### src/core/sbcct_regs.vh
// Register map, field positions, reset values and counts of the 16-bit capture/compare timer
//
// How it works
// - Any enabled timer flag raises the one shared request while the processor mask is clear.
// - Capture A flag also sets when the counter restarts at period end in waveform mode.
// - Compare flags never set by hardware while waveform mode is active.
// - Capture enable bit 7 lets either capture flag request an interrupt.
// - Compare enable bit 6 lets either compare flag request an interrupt.
// - Rollover enable bit 5 lets the rollover flag request an interrupt.
// - Writing a force bit copies that channel's level to its enabled pin at once.
// - Level B drives pin B on compare B, or pin A in single pulse and waveform modes.
// - Edge bit A picks falling (0) or rising (1) capture edge on pin A.
// - Level A drives enabled pin A whenever the counter matches compare A.
// - Pin enables only route outputs; compare matching and flags run regardless.
// - Single pulse mode: active edge on pin A starts one pulse, length from compare A.
// - Waveform mode: pin A repeats, compare A sets pulse length, compare B period.
// - Clock select 00 divides by 4, 01 by 2, 10 by 8, 11 external pin.
// - External clock selected without an external pin stops the counter.
// - Edge bit B picks falling (0) or rising (1) capture edge on pin B.
// - External edge bit picks falling (0) or rising (1) counting edge.
// - Capture A flag clears by status read then access to capture A low byte.
// - Compare A flag sets on match outside single pulse and waveform modes, clears by status read then compare A low access.
// - Rollover flag sets at FFFF to 0000; only status read then counter low byte access clears it.
// - Capture B and compare B flags clear by status read then their low byte access.
// - Freeze bit stops prescaler and counter and disables pins; registers stay usable.
// - In waveform mode the compare B event reloads the counter with FFFC.
// - In waveform mode new compare values take effect only at the period end.
// - After a compare high byte write, that compare is inhibited until its low write.
`ifndef SBCCT_REGS_VH
`define SBCCT_REGS_VH

// ============================================================
// Register offsets
`define SBCCT_OFS_CTRL_TWO 8'h51
`define SBCCT_OFS_CTRL_ONE 8'h52
`define SBCCT_OFS_STATUS 8'h53
`define SBCCT_OFS_CAP_A_HI 8'h54
`define SBCCT_OFS_CAP_A_LO 8'h55
`define SBCCT_OFS_CMP_A_HI 8'h56
`define SBCCT_OFS_CMP_A_LO 8'h57
`define SBCCT_OFS_CNT_HI 8'h58
`define SBCCT_OFS_CNT_LO 8'h59
`define SBCCT_OFS_ALT_HI 8'h5a
`define SBCCT_OFS_ALT_LO 8'h5b
`define SBCCT_OFS_CAP_B_HI 8'h5c
`define SBCCT_OFS_CAP_B_LO 8'h5d
`define SBCCT_OFS_CMP_B_HI 8'h5e
`define SBCCT_OFS_CMP_B_LO 8'h5f

// ============================================================
// Control one fields
`define SBCCT_C1_CAP_IE 7
`define SBCCT_C1_CMP_IE 6
`define SBCCT_C1_ROLL_IE 5
`define SBCCT_C1_FORCE_B 4
`define SBCCT_C1_FORCE_A 3
`define SBCCT_C1_LEVEL_B 2
`define SBCCT_C1_EDGE_A 1
`define SBCCT_C1_LEVEL_A 0

// ============================================================
// Control two fields
`define SBCCT_C2_PIN_A_EN 7
`define SBCCT_C2_PIN_B_EN 6
`define SBCCT_C2_SINGLE 5
`define SBCCT_C2_WAVE 4
`define SBCCT_C2_CLK_HI 3
`define SBCCT_C2_CLK_LO 2
`define SBCCT_C2_EDGE_B 1
`define SBCCT_C2_EXT_EDGE 0

// ============================================================
// Status fields
`define SBCCT_ST_CAP_A 7
`define SBCCT_ST_CMP_A 6
`define SBCCT_ST_ROLL 5
`define SBCCT_ST_CAP_B 4
`define SBCCT_ST_CMP_B 3
`define SBCCT_ST_FREEZE 2

// ============================================================
// Reset and reload values, prescaler last counts
`define SBCCT_CTRL_RESET 8'h00
`define SBCCT_CNT_RELOAD 16'hfffc
`define SBCCT_CNT_TOP 16'hffff
`define SBCCT_CMP_RESET 16'h8000
`define SBCCT_CLK_DIV4 2'h0
`define SBCCT_CLK_DIV2 2'h1
`define SBCCT_CLK_DIV8 2'h2
`define SBCCT_CLK_EXT 2'h3
`define SBCCT_LAST_DIV4 3'h3
`define SBCCT_LAST_DIV2 3'h1
`define SBCCT_LAST_DIV8 3'h7

`endif

### src/core/sbcct_timer.v
// 16-bit free-running timer with two captures, two compares, single pulse and waveform modes
//
// The register offsets and the plain strobed port were left to the implementer.
`timescale 1ns/1ps
`include "sbcct_regs.vh"

module sbcct_timer #(
  parameter EXT_CLOCK_PRESENT = 1
) (
  input wire REF_CLK,
  input wire SYS_RST,
  input wire [7:0] REG_ADDR,
  input wire [7:0] REG_WDATA,
  input wire REG_WR,
  input wire REG_RD,
  output reg [7:0] REG_RDATA,
  input wire CAPTURE_PIN_A,
  input wire CAPTURE_PIN_B,
  input wire EXT_CLOCK_PIN,
  input wire CPU_IRQ_MASK,
  output reg TIMER_IRQ,
  output reg COMPARE_PIN_A,
  output reg COMPARE_PIN_A_OE,
  output reg COMPARE_PIN_B,
  output reg COMPARE_PIN_B_OE
);

  // ============================================================
  // Helper functions

  // Edge detector shared by both capture pins and the external clock
  function edge_seen;
    input prev;
    input cur;
    input rising;
    begin
      edge_seen = rising ? (~prev & cur) : (prev & ~cur);
    end
  endfunction

  // Last prescaler count for each internal division
  function [2:0] presc_last;
    input [1:0] sel;
    begin
      case (sel)
        `SBCCT_CLK_DIV2: presc_last = `SBCCT_LAST_DIV2;
        `SBCCT_CLK_DIV8: presc_last = `SBCCT_LAST_DIV8;
        default: presc_last = `SBCCT_LAST_DIV4;
      endcase
    end
  endfunction

  // ============================================================
  // State
  reg [7:0] ctrl_one;
  reg [7:0] ctrl_two;
  reg timer_freeze;
  reg capture_a_flag;
  reg capture_b_flag;
  reg compare_a_flag;
  reg compare_b_flag;
  reg rollover_flag;
  reg [4:0] clear_armed;
  reg [15:0] counter;
  reg [2:0] presc;
  reg [15:0] capture_value_a;
  reg [15:0] capture_value_b;
  reg [15:0] compare_value_a;
  reg [15:0] compare_value_b;
  reg [15:0] active_cmp_a;
  reg [15:0] active_cmp_b;
  reg inhibit_a;
  reg inhibit_b;
  reg cap_a_prev;
  reg cap_b_prev;
  reg ext_prev;
  reg level_a;
  reg level_b;

  // ============================================================
  // Decode of the register port
  wire wr_c1 = REG_WR && (REG_ADDR == `SBCCT_OFS_CTRL_ONE);
  wire wr_c2 = REG_WR && (REG_ADDR == `SBCCT_OFS_CTRL_TWO);
  wire wr_st = REG_WR && (REG_ADDR == `SBCCT_OFS_STATUS);
  wire rd_st = REG_RD && (REG_ADDR == `SBCCT_OFS_STATUS);
  wire wr_cmp_a_hi = REG_WR && (REG_ADDR == `SBCCT_OFS_CMP_A_HI);
  wire wr_cmp_a_lo = REG_WR && (REG_ADDR == `SBCCT_OFS_CMP_A_LO);
  wire wr_cmp_b_hi = REG_WR && (REG_ADDR == `SBCCT_OFS_CMP_B_HI);
  wire wr_cmp_b_lo = REG_WR && (REG_ADDR == `SBCCT_OFS_CMP_B_LO);
  wire any_acc = REG_WR || REG_RD;
  wire acc_cap_a_lo = any_acc && (REG_ADDR == `SBCCT_OFS_CAP_A_LO);
  wire acc_cap_b_lo = any_acc && (REG_ADDR == `SBCCT_OFS_CAP_B_LO);
  wire acc_cmp_a_lo = any_acc && (REG_ADDR == `SBCCT_OFS_CMP_A_LO);
  wire acc_cmp_b_lo = any_acc && (REG_ADDR == `SBCCT_OFS_CMP_B_LO);
  wire acc_cnt_lo = any_acc && (REG_ADDR == `SBCCT_OFS_CNT_LO);
  // Either low counter byte written restarts the counter
  wire cnt_restart = REG_WR && ((REG_ADDR == `SBCCT_OFS_CNT_LO) || (REG_ADDR == `SBCCT_OFS_ALT_LO));

  // ============================================================
  // Modes; waveform mode wins over single pulse mode
  wire wave_on = ctrl_two[`SBCCT_C2_WAVE];
  wire single_on = ctrl_two[`SBCCT_C2_SINGLE] & ~wave_on;
  wire [1:0] clock_select = {ctrl_two[`SBCCT_C2_CLK_HI], ctrl_two[`SBCCT_C2_CLK_LO]};
  wire out_level_a = ctrl_one[`SBCCT_C1_LEVEL_A];
  wire out_level_b = ctrl_one[`SBCCT_C1_LEVEL_B];

  // ============================================================
  // Counting tick from prescaler or external pin
  wire ext_sel = (clock_select == `SBCCT_CLK_EXT);
  wire ext_edge = edge_seen(ext_prev, EXT_CLOCK_PIN, ctrl_two[`SBCCT_C2_EXT_EDGE]);
  wire presc_wrap = (presc >= presc_last(clock_select));
  // Counter only advances while not frozen; missing ext pin stops it
  wire tick = ~timer_freeze & (ext_sel ? (ext_edge & (EXT_CLOCK_PRESENT != 0)) : presc_wrap);

  // ============================================================
  // Capture edges
  wire cap_a_edge = edge_seen(cap_a_prev, CAPTURE_PIN_A, ctrl_one[`SBCCT_C1_EDGE_A]);
  wire cap_b_edge = edge_seen(cap_b_prev, CAPTURE_PIN_B, ctrl_two[`SBCCT_C2_EDGE_B]);
  // Pin A feeds the pulse trigger in single pulse mode and is cut off in waveform mode
  wire pulse_start = single_on & cap_a_edge;
  wire cap_a_event = cap_a_edge & ~single_on & ~wave_on;

  // ============================================================
  // Compare matches on the counter value being left by the tick
  wire match_a = tick & ~inhibit_a & (counter == active_cmp_a);
  wire match_b = tick & ~inhibit_b & (counter == active_cmp_b);
  wire period_end = wave_on & match_b;
  wire roll_event = tick & (counter == `SBCCT_CNT_TOP) & ~cnt_restart & ~pulse_start & ~period_end;

  // ============================================================
  // Flag set terms
  wire set_cap_a = cap_a_event | pulse_start | period_end;
  wire set_cmp_a = match_a & ~wave_on & ~single_on;
  wire set_cmp_b = match_b & ~wave_on;
  wire set_cap_b = cap_b_edge;
  wire [4:0] flag_vec = {capture_a_flag, compare_a_flag, rollover_flag, capture_b_flag, compare_b_flag};
  wire [4:0] low_access = {acc_cap_a_lo, acc_cmp_a_lo, acc_cnt_lo, acc_cap_b_lo, acc_cmp_b_lo};
  wire [4:0] clear_now = clear_armed & low_access;

  // ============================================================
  // Control, freeze and compare registers
  always @(posedge REF_CLK) begin
    if (SYS_RST) begin
      ctrl_one <= `SBCCT_CTRL_RESET;
      ctrl_two <= `SBCCT_CTRL_RESET;
      timer_freeze <= 1'b0;
      compare_value_a <= `SBCCT_CMP_RESET;
      compare_value_b <= `SBCCT_CMP_RESET;
      inhibit_a <= 1'b0;
      inhibit_b <= 1'b0;
    end else begin
      if (wr_c1) begin
        ctrl_one <= REG_WDATA;
      end
      if (wr_c2) begin
        ctrl_two <= REG_WDATA;
      end
      if (wr_st) begin
        timer_freeze <= REG_WDATA[`SBCCT_ST_FREEZE];
      end
      // High byte write holds off matching until the low byte follows
      if (wr_cmp_a_hi) begin
        compare_value_a[15:8] <= REG_WDATA;
        inhibit_a <= 1'b1;
      end
      if (wr_cmp_a_lo) begin
        compare_value_a[7:0] <= REG_WDATA;
        inhibit_a <= 1'b0;
      end
      if (wr_cmp_b_hi) begin
        compare_value_b[15:8] <= REG_WDATA;
        inhibit_b <= 1'b1;
      end
      if (wr_cmp_b_lo) begin
        compare_value_b[7:0] <= REG_WDATA;
        inhibit_b <= 1'b0;
      end
    end
  end

  // ============================================================
  // Values used for matching; in waveform mode they move only at period end
  always @(posedge REF_CLK) begin
    if (SYS_RST) begin
      active_cmp_a <= `SBCCT_CMP_RESET;
      active_cmp_b <= `SBCCT_CMP_RESET;
    end else if (!wave_on || period_end) begin
      active_cmp_a <= compare_value_a;
      active_cmp_b <= compare_value_b;
    end
  end

  // ============================================================
  // Prescaler and counter
  always @(posedge REF_CLK) begin
    if (SYS_RST) begin
      presc <= 3'h0;
      counter <= `SBCCT_CNT_RELOAD;
    end else begin
      // Prescaler holds while frozen
      if (!timer_freeze) begin
        presc <= presc_wrap ? 3'h0 : presc + 3'h1;
      end
      if (cnt_restart || pulse_start) begin
        counter <= `SBCCT_CNT_RELOAD;
      end else if (period_end) begin
        counter <= `SBCCT_CNT_RELOAD;
      end else if (tick) begin
        counter <= counter + 16'h0001;
      end
    end
  end

  // ============================================================
  // Capture registers keep their value until the next capture
  always @(posedge REF_CLK) begin
    if (SYS_RST) begin
      capture_value_a <= 16'h0000;
      capture_value_b <= 16'h0000;
      cap_a_prev <= 1'b0;
      cap_b_prev <= 1'b0;
      ext_prev <= 1'b0;
    end else begin
      cap_a_prev <= CAPTURE_PIN_A;
      cap_b_prev <= CAPTURE_PIN_B;
      ext_prev <= EXT_CLOCK_PIN;
      if (cap_a_event) begin
        capture_value_a <= counter;
      end
      if (cap_b_edge) begin
        capture_value_b <= counter;
      end
    end
  end

  // ============================================================
  // Flags: status read arms the clear, low byte access performs it, set wins
  always @(posedge REF_CLK) begin
    if (SYS_RST) begin
      capture_a_flag <= 1'b0;
      compare_a_flag <= 1'b0;
      rollover_flag <= 1'b0;
      capture_b_flag <= 1'b0;
      compare_b_flag <= 1'b0;
      clear_armed <= 5'h00;
    end else begin
      capture_a_flag <= set_cap_a | (capture_a_flag & ~clear_now[4]);
      compare_a_flag <= set_cmp_a | (compare_a_flag & ~clear_now[3]);
      rollover_flag <= roll_event | (rollover_flag & ~clear_now[2]);
      capture_b_flag <= set_cap_b | (capture_b_flag & ~clear_now[1]);
      compare_b_flag <= set_cmp_b | (compare_b_flag & ~clear_now[0]);
      if (rd_st) begin
        clear_armed <= flag_vec;
      end else begin
        clear_armed <= clear_armed & ~clear_now & flag_vec;
      end
    end
  end

  // ============================================================
  // Output levels driven by matches, modes and force bits
  always @(posedge REF_CLK) begin
    if (SYS_RST) begin
      level_a <= 1'b0;
      level_b <= 1'b0;
    end else begin
      if (wr_c1 && REG_WDATA[`SBCCT_C1_FORCE_A]) begin
        level_a <= REG_WDATA[`SBCCT_C1_LEVEL_A];
      end else if ((wave_on && period_end) || pulse_start) begin
        level_a <= out_level_b;
      end else if (match_a && (wave_on || single_on)) begin
        level_a <= out_level_a;
      end else if (match_a) begin
        level_a <= out_level_a;
      end
      if (wr_c1 && REG_WDATA[`SBCCT_C1_FORCE_B]) begin
        level_b <= REG_WDATA[`SBCCT_C1_LEVEL_B];
      end else if (match_b && !wave_on && !single_on) begin
        level_b <= out_level_b;
      end
    end
  end

  // ============================================================
  // Pins: enables route the levels, freeze takes both pins away
  always @(posedge REF_CLK) begin
    if (SYS_RST) begin
      COMPARE_PIN_A <= 1'b0;
      COMPARE_PIN_B <= 1'b0;
      COMPARE_PIN_A_OE <= 1'b0;
      COMPARE_PIN_B_OE <= 1'b0;
    end else begin
      COMPARE_PIN_A <= level_a;
      COMPARE_PIN_B <= level_b;
      COMPARE_PIN_A_OE <= ctrl_two[`SBCCT_C2_PIN_A_EN] & ~timer_freeze;
      COMPARE_PIN_B_OE <= ctrl_two[`SBCCT_C2_PIN_B_EN] & ~timer_freeze;
    end
  end

  // ============================================================
  // Shared interrupt request
  always @(posedge REF_CLK) begin
    if (SYS_RST) begin
      TIMER_IRQ <= 1'b0;
    end else begin
      TIMER_IRQ <= ~CPU_IRQ_MASK &
        (((capture_a_flag | capture_b_flag) & ctrl_one[`SBCCT_C1_CAP_IE]) |
         ((compare_a_flag | compare_b_flag) & ctrl_one[`SBCCT_C1_CMP_IE]) |
         (rollover_flag & ctrl_one[`SBCCT_C1_ROLL_IE]));
    end
  end

  // ============================================================
  // Read data, one cycle after the strobe, zero otherwise
  always @(posedge REF_CLK) begin
    if (SYS_RST) begin
      REG_RDATA <= 8'h00;
    end else if (REG_RD) begin
      case (REG_ADDR)
        `SBCCT_OFS_CTRL_TWO: REG_RDATA <= ctrl_two;
        `SBCCT_OFS_CTRL_ONE: REG_RDATA <= ctrl_one;
        `SBCCT_OFS_STATUS: REG_RDATA <= {flag_vec, timer_freeze, 2'b00};
        `SBCCT_OFS_CAP_A_HI: REG_RDATA <= capture_value_a[15:8];
        `SBCCT_OFS_CAP_A_LO: REG_RDATA <= capture_value_a[7:0];
        `SBCCT_OFS_CMP_A_HI: REG_RDATA <= compare_value_a[15:8];
        `SBCCT_OFS_CMP_A_LO: REG_RDATA <= compare_value_a[7:0];
        `SBCCT_OFS_CNT_HI: REG_RDATA <= counter[15:8];
        `SBCCT_OFS_CNT_LO: REG_RDATA <= counter[7:0];
        `SBCCT_OFS_ALT_HI: REG_RDATA <= counter[15:8];
        `SBCCT_OFS_ALT_LO: REG_RDATA <= counter[7:0];
        `SBCCT_OFS_CAP_B_HI: REG_RDATA <= capture_value_b[15:8];
        `SBCCT_OFS_CAP_B_LO: REG_RDATA <= capture_value_b[7:0];
        `SBCCT_OFS_CMP_B_HI: REG_RDATA <= compare_value_b[15:8];
        `SBCCT_OFS_CMP_B_LO: REG_RDATA <= compare_value_b[7:0];
        default: REG_RDATA <= 8'h00;
      endcase
    end else begin
      REG_RDATA <= 8'h00;
    end
  end

endmodule

### config.mk
export PLATFORM = sky130hd
export DESIGN_NAME = sbcct_timer
export DESIGN_NICKNAME = d
export VERILOG_FILES = /design/src/core/sbcct_timer.v
export VERILOG_INCLUDE_DIRS = /design/src /design/src/core
export SDC_FILE = /design/constraint.sdc
export NUM_CORES = 1
export LEC_CHECK = 0
export BUFFER_PORTS_ARGS = -buffer_cell sky130_fd_sc_hd__buf_2
export CORE_MARGIN = 3
export CORE_UTILIZATION = 60
export CTS_BUF_LIST = sky130_fd_sc_hd__clkbuf_2
export CTS_CLUSTER_SIZE = 30
export DETAILED_ROUTE_END_ITERATION = 12
export PLACE_DENSITY = 0.76
export RECOVER_POWER = 100
export SLEW_MARGIN = 20
export SYNTH_ARGS = -nofsm -noshare
export SYNTH_HDL_FRONTEND = slang
export SYNTH_SLANG_ARGS = --single-unit
### constraint.sdc
create_clock -name REF_CLK -period 5.8 [get_ports REF_CLK]
set_input_delay 0.29 -clock REF_CLK [delete_from_list [all_inputs] [get_ports REF_CLK]]
set_output_delay 0.29 -clock REF_CLK [all_outputs]
set_load 0.02 [all_outputs]
After elaboration in Yosys (flattened, before gate mapping)
Index checks and enable logic that the tools add are counted.
{"block": "classes", "n_mux": 14, "bitwise": 70, "reduce_logical": 36, "n_lt_le_gt_ge": 1, "add_sub_neg": 2, "eq_ne": 21}
{"operator": "8-bit by 7-bit == test with 1-bit output, second input constant", "count": 15}
{"operator": "8-bit case mux with 13 select lines", "count": 1}
{"operator": "1-bit bitwise AND", "count": 34}
{"operator": "16-bit == test", "count": 2}
{"operator": "1-bit inverter", "count": 21}
{"operator": "1-bit logical AND", "count": 20}
{"operator": "16-bit by 1-bit adder with 16-bit output, second input constant", "count": 1}
{"operator": "16-bit == test, second input constant", "count": 1}
{"operator": "5-bit bitwise AND", "count": 3}
{"operator": "1-bit OR", "count": 11}
{"operator": "1-bit two-way mux", "count": 10}
{"operator": "2-bit OR reduction", "count": 5}
{"operator": "1-bit logical OR", "count": 6}
{"operator": "3-bit case mux with 2 select lines", "count": 1}
{"operator": "5-bit two-way mux", "count": 1}
{"operator": "5-bit inverter", "count": 1}
{"operator": "2-bit == test, second input constant", "count": 2}
{"operator": "4-bit nonzero test", "count": 1}
{"operator": "3-bit by 1-bit adder with 3-bit output, second input constant", "count": 1}
{"operator": "3-bit greater-or-equal comparator", "count": 1}
{"operator": "3-bit two-way mux", "count": 1}
{"operator": "3-bit OR reduction", "count": 1}
{"operator": "2-bit by 1-bit == test with 1-bit output, second input constant", "count": 1}
{"operator": "1-bit logical NOT", "count": 2}
{"operator": "2-bit nonzero test", "count": 1}
{"block": "word_totals", "in_bits": 24, "word_cells": 176, "out_inout_bits": 13, "regBits": 162}

Depth between registers and ports, before layout
{"block": "logic_depth", "ltp_word": 12, "depth_mapped": 9, "mapped_depth_nobuf": 8}

Worst setup path before layout
OpenSTA, ideal clock, no wires.
{"block": "synth_path", "kind": "register to register", "startpoint": "reg ctrl_two[2]", "endpoint": "reg active_cmp_a[15]", "arrival_time_ns": 2.299, "stages_incl_launch_ff": 10, "period_less_slack_ns": 2.426, "setup_slack_ns": 3.374, "setup_ns": 0.127, "path_buffers": 1, "cell_sequence": "dfxtp_1 > nand2b_1 > ha_1 > nand3_1 > a221oi_1 > o211ai_4 > o21ai_4 > buf_12 > mux2i_1 > nand2_1"}
{"block": "synth_between", "elab_chain_len": 9, "elab_cells_between_ends": 11, "classes_between": "order compare (1); eq/ne (3); mux (2); bitwise (4); reduce/logical (1)"}
{"element": "start: declaration", "line": "sbcct_timer.v:56", "source": "reg [7:0] ctrl_two;"}
{"element": "start signal: assignment", "line": "sbcct_timer.v:145", "source": "ctrl_two <= `SBCCT_CTRL_RESET;"}
{"element": "2-bit == test / 2-bit by 1-bit == test with 1-bit output (equally long branches)", "line": "sbcct_timer.v:45", "source": "case (sel)"}
{"element": "3-bit case mux with 2 select lines", "line": "sbcct_timer.v:45"}
{"element": "3-bit greater-or-equal comparator", "line": "sbcct_timer.v:111", "source": "wire presc_wrap = (presc >= presc_last(clock_select));"}
{"element": "1-bit two-way mux *", "line": "sbcct_timer.v:113", "source": "wire tick = ~timer_freeze & (ext_sel ? (ext_edge & (EXT_CLOCK_PRESENT != 0)) : presc_wrap);"}
{"element": "1-bit bitwise AND *", "line": "sbcct_timer.v:113"}
{"element": "1-bit bitwise AND * (2 in series)", "line": "sbcct_timer.v:126", "source": "wire match_b = tick & ~inhibit_b & (counter == active_cmp_b);"}
{"element": "1-bit bitwise AND *", "line": "sbcct_timer.v:127", "source": "wire period_end = wave_on & match_b;"}
{"element": "1-bit logical OR *", "line": "sbcct_timer.v:187", "source": "end else if (!wave_on || period_end) begin"}
{"element": "end signal: assignment", "line": "sbcct_timer.v:185", "source": "active_cmp_a <= `SBCCT_CMP_RESET;"}
{"element": "end signal: assignment", "line": "sbcct_timer.v:188", "source": "active_cmp_a <= compare_value_a;"}
{"element": "end: declaration", "line": "sbcct_timer.v:70", "source": "reg [15:0] active_cmp_a;"}
Mark *: on every way between the ends. The rest lies on a longest branch, timed or not.
A chain may end at the register's enable or synchronous reset.

==> results.md <==
* Status: finished with violations
* Failing checks: max-capacitance violations, max-slew violations
* First-pass GRT wire length at 33.0 mm
* TritonCTS Buffers at 17
* Total GRT Usage at 0.322
* Critical path's largest stage delay at 1590 ps
* Vias in the first global route at 5905
* Crit share post-route at 0.644
* Gr ovfl total at 0
* Worst Path Max Fanout at ~100
* Final net count at 854
* Die span in x at between 100 and 150 um
* Worst-Skew Late Latency at 740 ps
* Total number of vias at 6311
* Synth warn at 0
* Clock skew at 33.4 ps
* DRC at 0
* Worst path slowest cell: clkbuf_2
* Placed Area at 7550 um^2
* Die Span Y at 117 um
* Cell count of the worst reg-to-reg path at 8
* CP Launch Type: input port
* DPL Wire Length at 14.6 mm
* H-tree lvl count at 4
* Cell taking the most area after synthesis: dfxtp_1
* Most frequent cells in the layout: dfxtp_1, nor2_1, mux2i_1
* Least-Margin Pin Slew at ~2200 ps
* Worst-path cell chain: dlygate4sd3_1 > clkbuf_1 > clkbuf_2 > a311oi_2 > a41o_1
* CTS tree: yes
* N_diodes at 0
* CTS Buffer Depth at 2
* Final setup fails at 0
* Fill count at 976
* WHS at 43.9 ps
* Antenna-violating nets left at 0
* Design area at 7830 um^2
* Kind of critical path: in2reg
* Share of cells above drive strength 1 at 0.0858
* Hold Crit Depth at 3
* Syn nets at 836
* Register Area at 3240 um^2
* Min-Delay Path Class: in2reg
* Area delta synth->final at 5.53%
* Gate Count Post-Synth at 808
* Post-CTS Resized at 0
* Register bit total from synthesis at 162
* Drt wl/cell at roughly 21 um
* Final Critical Period at roughly 3700 ps
* I/O pins at 37
* Initial antenna violation count at 1
* Port Buffers at 36
* Max-cap violations at 3
* Area of the multi-input gates at 3800 um^2
* Mapped Avg Cell Area at 9.18 um^2
* Synth area leaders: dfxtp_1, mux2i_1, nor2_1
* Pin count of the biggest net entering global routing at 102
* Post-synth top area share at 0.437
* Crit path arrival time at 4380 ps
* Post CTS Setup Buffer Count at 0
* Initial Utilization at 0.631
* Worst slew margin at -0.437
* P_leak at 0.00330 uW
* Fmax at about 270 MHz
* Setup crit end kind: register
* Routability cong. at 0.987
* Power Dens Cells at roughly 230 nW/um^2
* Mapped Area at 7420 um^2
* Die ar. at 13700 um^2
* FP Rows at 39
* Vias/cell at 6.29
* Root Driver: clkbuf_2
* Final wirelength at 21.4 mm
* Core area at 11800 um^2
* Fin Setup TNS at 0 ps
* VDD IR max at 0.000192 V
* Drt first-iter violations at 879
* Num Clock Sinks at between 150 and 200
* RSZ-0062 raised after global routing: no
* Asr flop ratio synth at 0
* Unique cell type count in the Yosys netlist at 64
* Slew Limit Fails at between 150 and 200
* Most common cell after layout, fill and taps aside: dfxtp_1
* Sequential share of the synthesized area at 0.437
* Most used DFF post-synth: dfxtp_1
* DR pass1 iterations at 10
* Clock slew at reported path FFs at 230 ps
* Worst Path Required at roughly 6400 ps
* Number of synthesized flops with an enable pin at 0
* Final hold vios at 0
## sequential cells by signal, indices dropped and copies added (netlist names), 3 cells and up
| register | count |
|---|---|
| compare_value_b | 16 |
| capture_value_a | 16 |
| ctrl_one | 8 |
| compare_value_a | 16 |
| active_cmp_b | 16 |
| clear_armed | 5 |
| REG_RDATA | 8 |
| presc | 3 |
| capture_value_b | 16 |
| ctrl_two | 8 |
| active_cmp_a | 16 |
| counter | 16 |
## cell type report
class                      count  area share
multi-input combinational    577       0.485
sequential                   162       0.414
timing repair buffer          59      0.0462
tap                          164      0.0262
clock buffer                  19      0.0121
clock inverter                13      0.0115
inverter                       9     0.00432
## synth_stat cells (all sizes together), types with 5 or more instances
cell / number
inv: 9
nor3: 5
nand3: 25
nor2b: 10
nor4: 6
mux2i: 114
dfxtp: 162
buf: 23
clkbuf: 35
xor2: 33
a22oi: 8
nand2b: 6
xnor2: 10
nand3b: 5
nand2: 78
a31oi: 11
nor3b: 6
nor2: 123
and3: 10
a21oi: 27
nand4: 10
o211ai: 6
o21ai: 34
## timing repair
action,4_1_cts,5_1_grt
endpoints found under the hold margin,77,0
setup endpoints to repair,0,0
hold buffers,16,0
## power by group
group	total, uW	leakage (uW)	internal (uW)	switching, uW
registers	1160	0.00131	1140	21.9
logic	149	0.00188	56.8	91.7
clock network	516	0.000107	112	403
total	1820	0.00330	1300	517
## layer usage
metal  vias up  part of all wire  wire length, um  track usage
met2       406              0.43             9280        0.471
met1      2996              0.42             9060        0.459
met4         2             0.032              678        0.123
met3        61              0.11             2390       0.0823
met5         -           0.00075               16            0
li1       2846                 -                -            -
## kinds of logic after synthesis
logic type                 count (synthesis)  synth area share
xor gates and xnor gates                  43            0.0508
muxes                                    120             0.168
buffers and inverters                     69            0.0462
DFF                                      162             0.437
adders and majority gates                  4           0.00675
AOI/OAI and AO/OA                        114             0.106
and+or+nand+nor                          296             0.185
## final timing paths
path	start	to	slack (ps)
worst max-delay path	SYS_RST	rollover_flag$_SDFF_PP0_	2060
worst min-delay path	REG_WR	level_b$_SDFFE_PP0P_	40
worst max register to register	ctrl_two[3]$_SDFFE_PP0P_	counter[6]$_SDFFE_PP1N_	2520
worst min register to register	compare_value_b[2]$_SDFFE_PP0P_	compare_value_b[2]$_SDFFE_PP0P_	490
## worst max-delay path: cells and delay by family
| kind | cells | cell delay [ps] |
|---|---|---|
| buffers and inverters | 3 | 3160 |
| AOI/OAI and AO/OA | 2 | 880 |
## per-stage QoR
stage,worst slack [ps],total power (uW),cells,util
floorplan,3370,1270,808,-
global placement,2950,1310,955,0.642
detailed placement,2890,1320,955,0.642
CTS,2860,1820,1003,0.672
global route,1810,1890,1003,0.666
finish,2060,1820,1003,0.666
(Power assumes the default switching activity.)
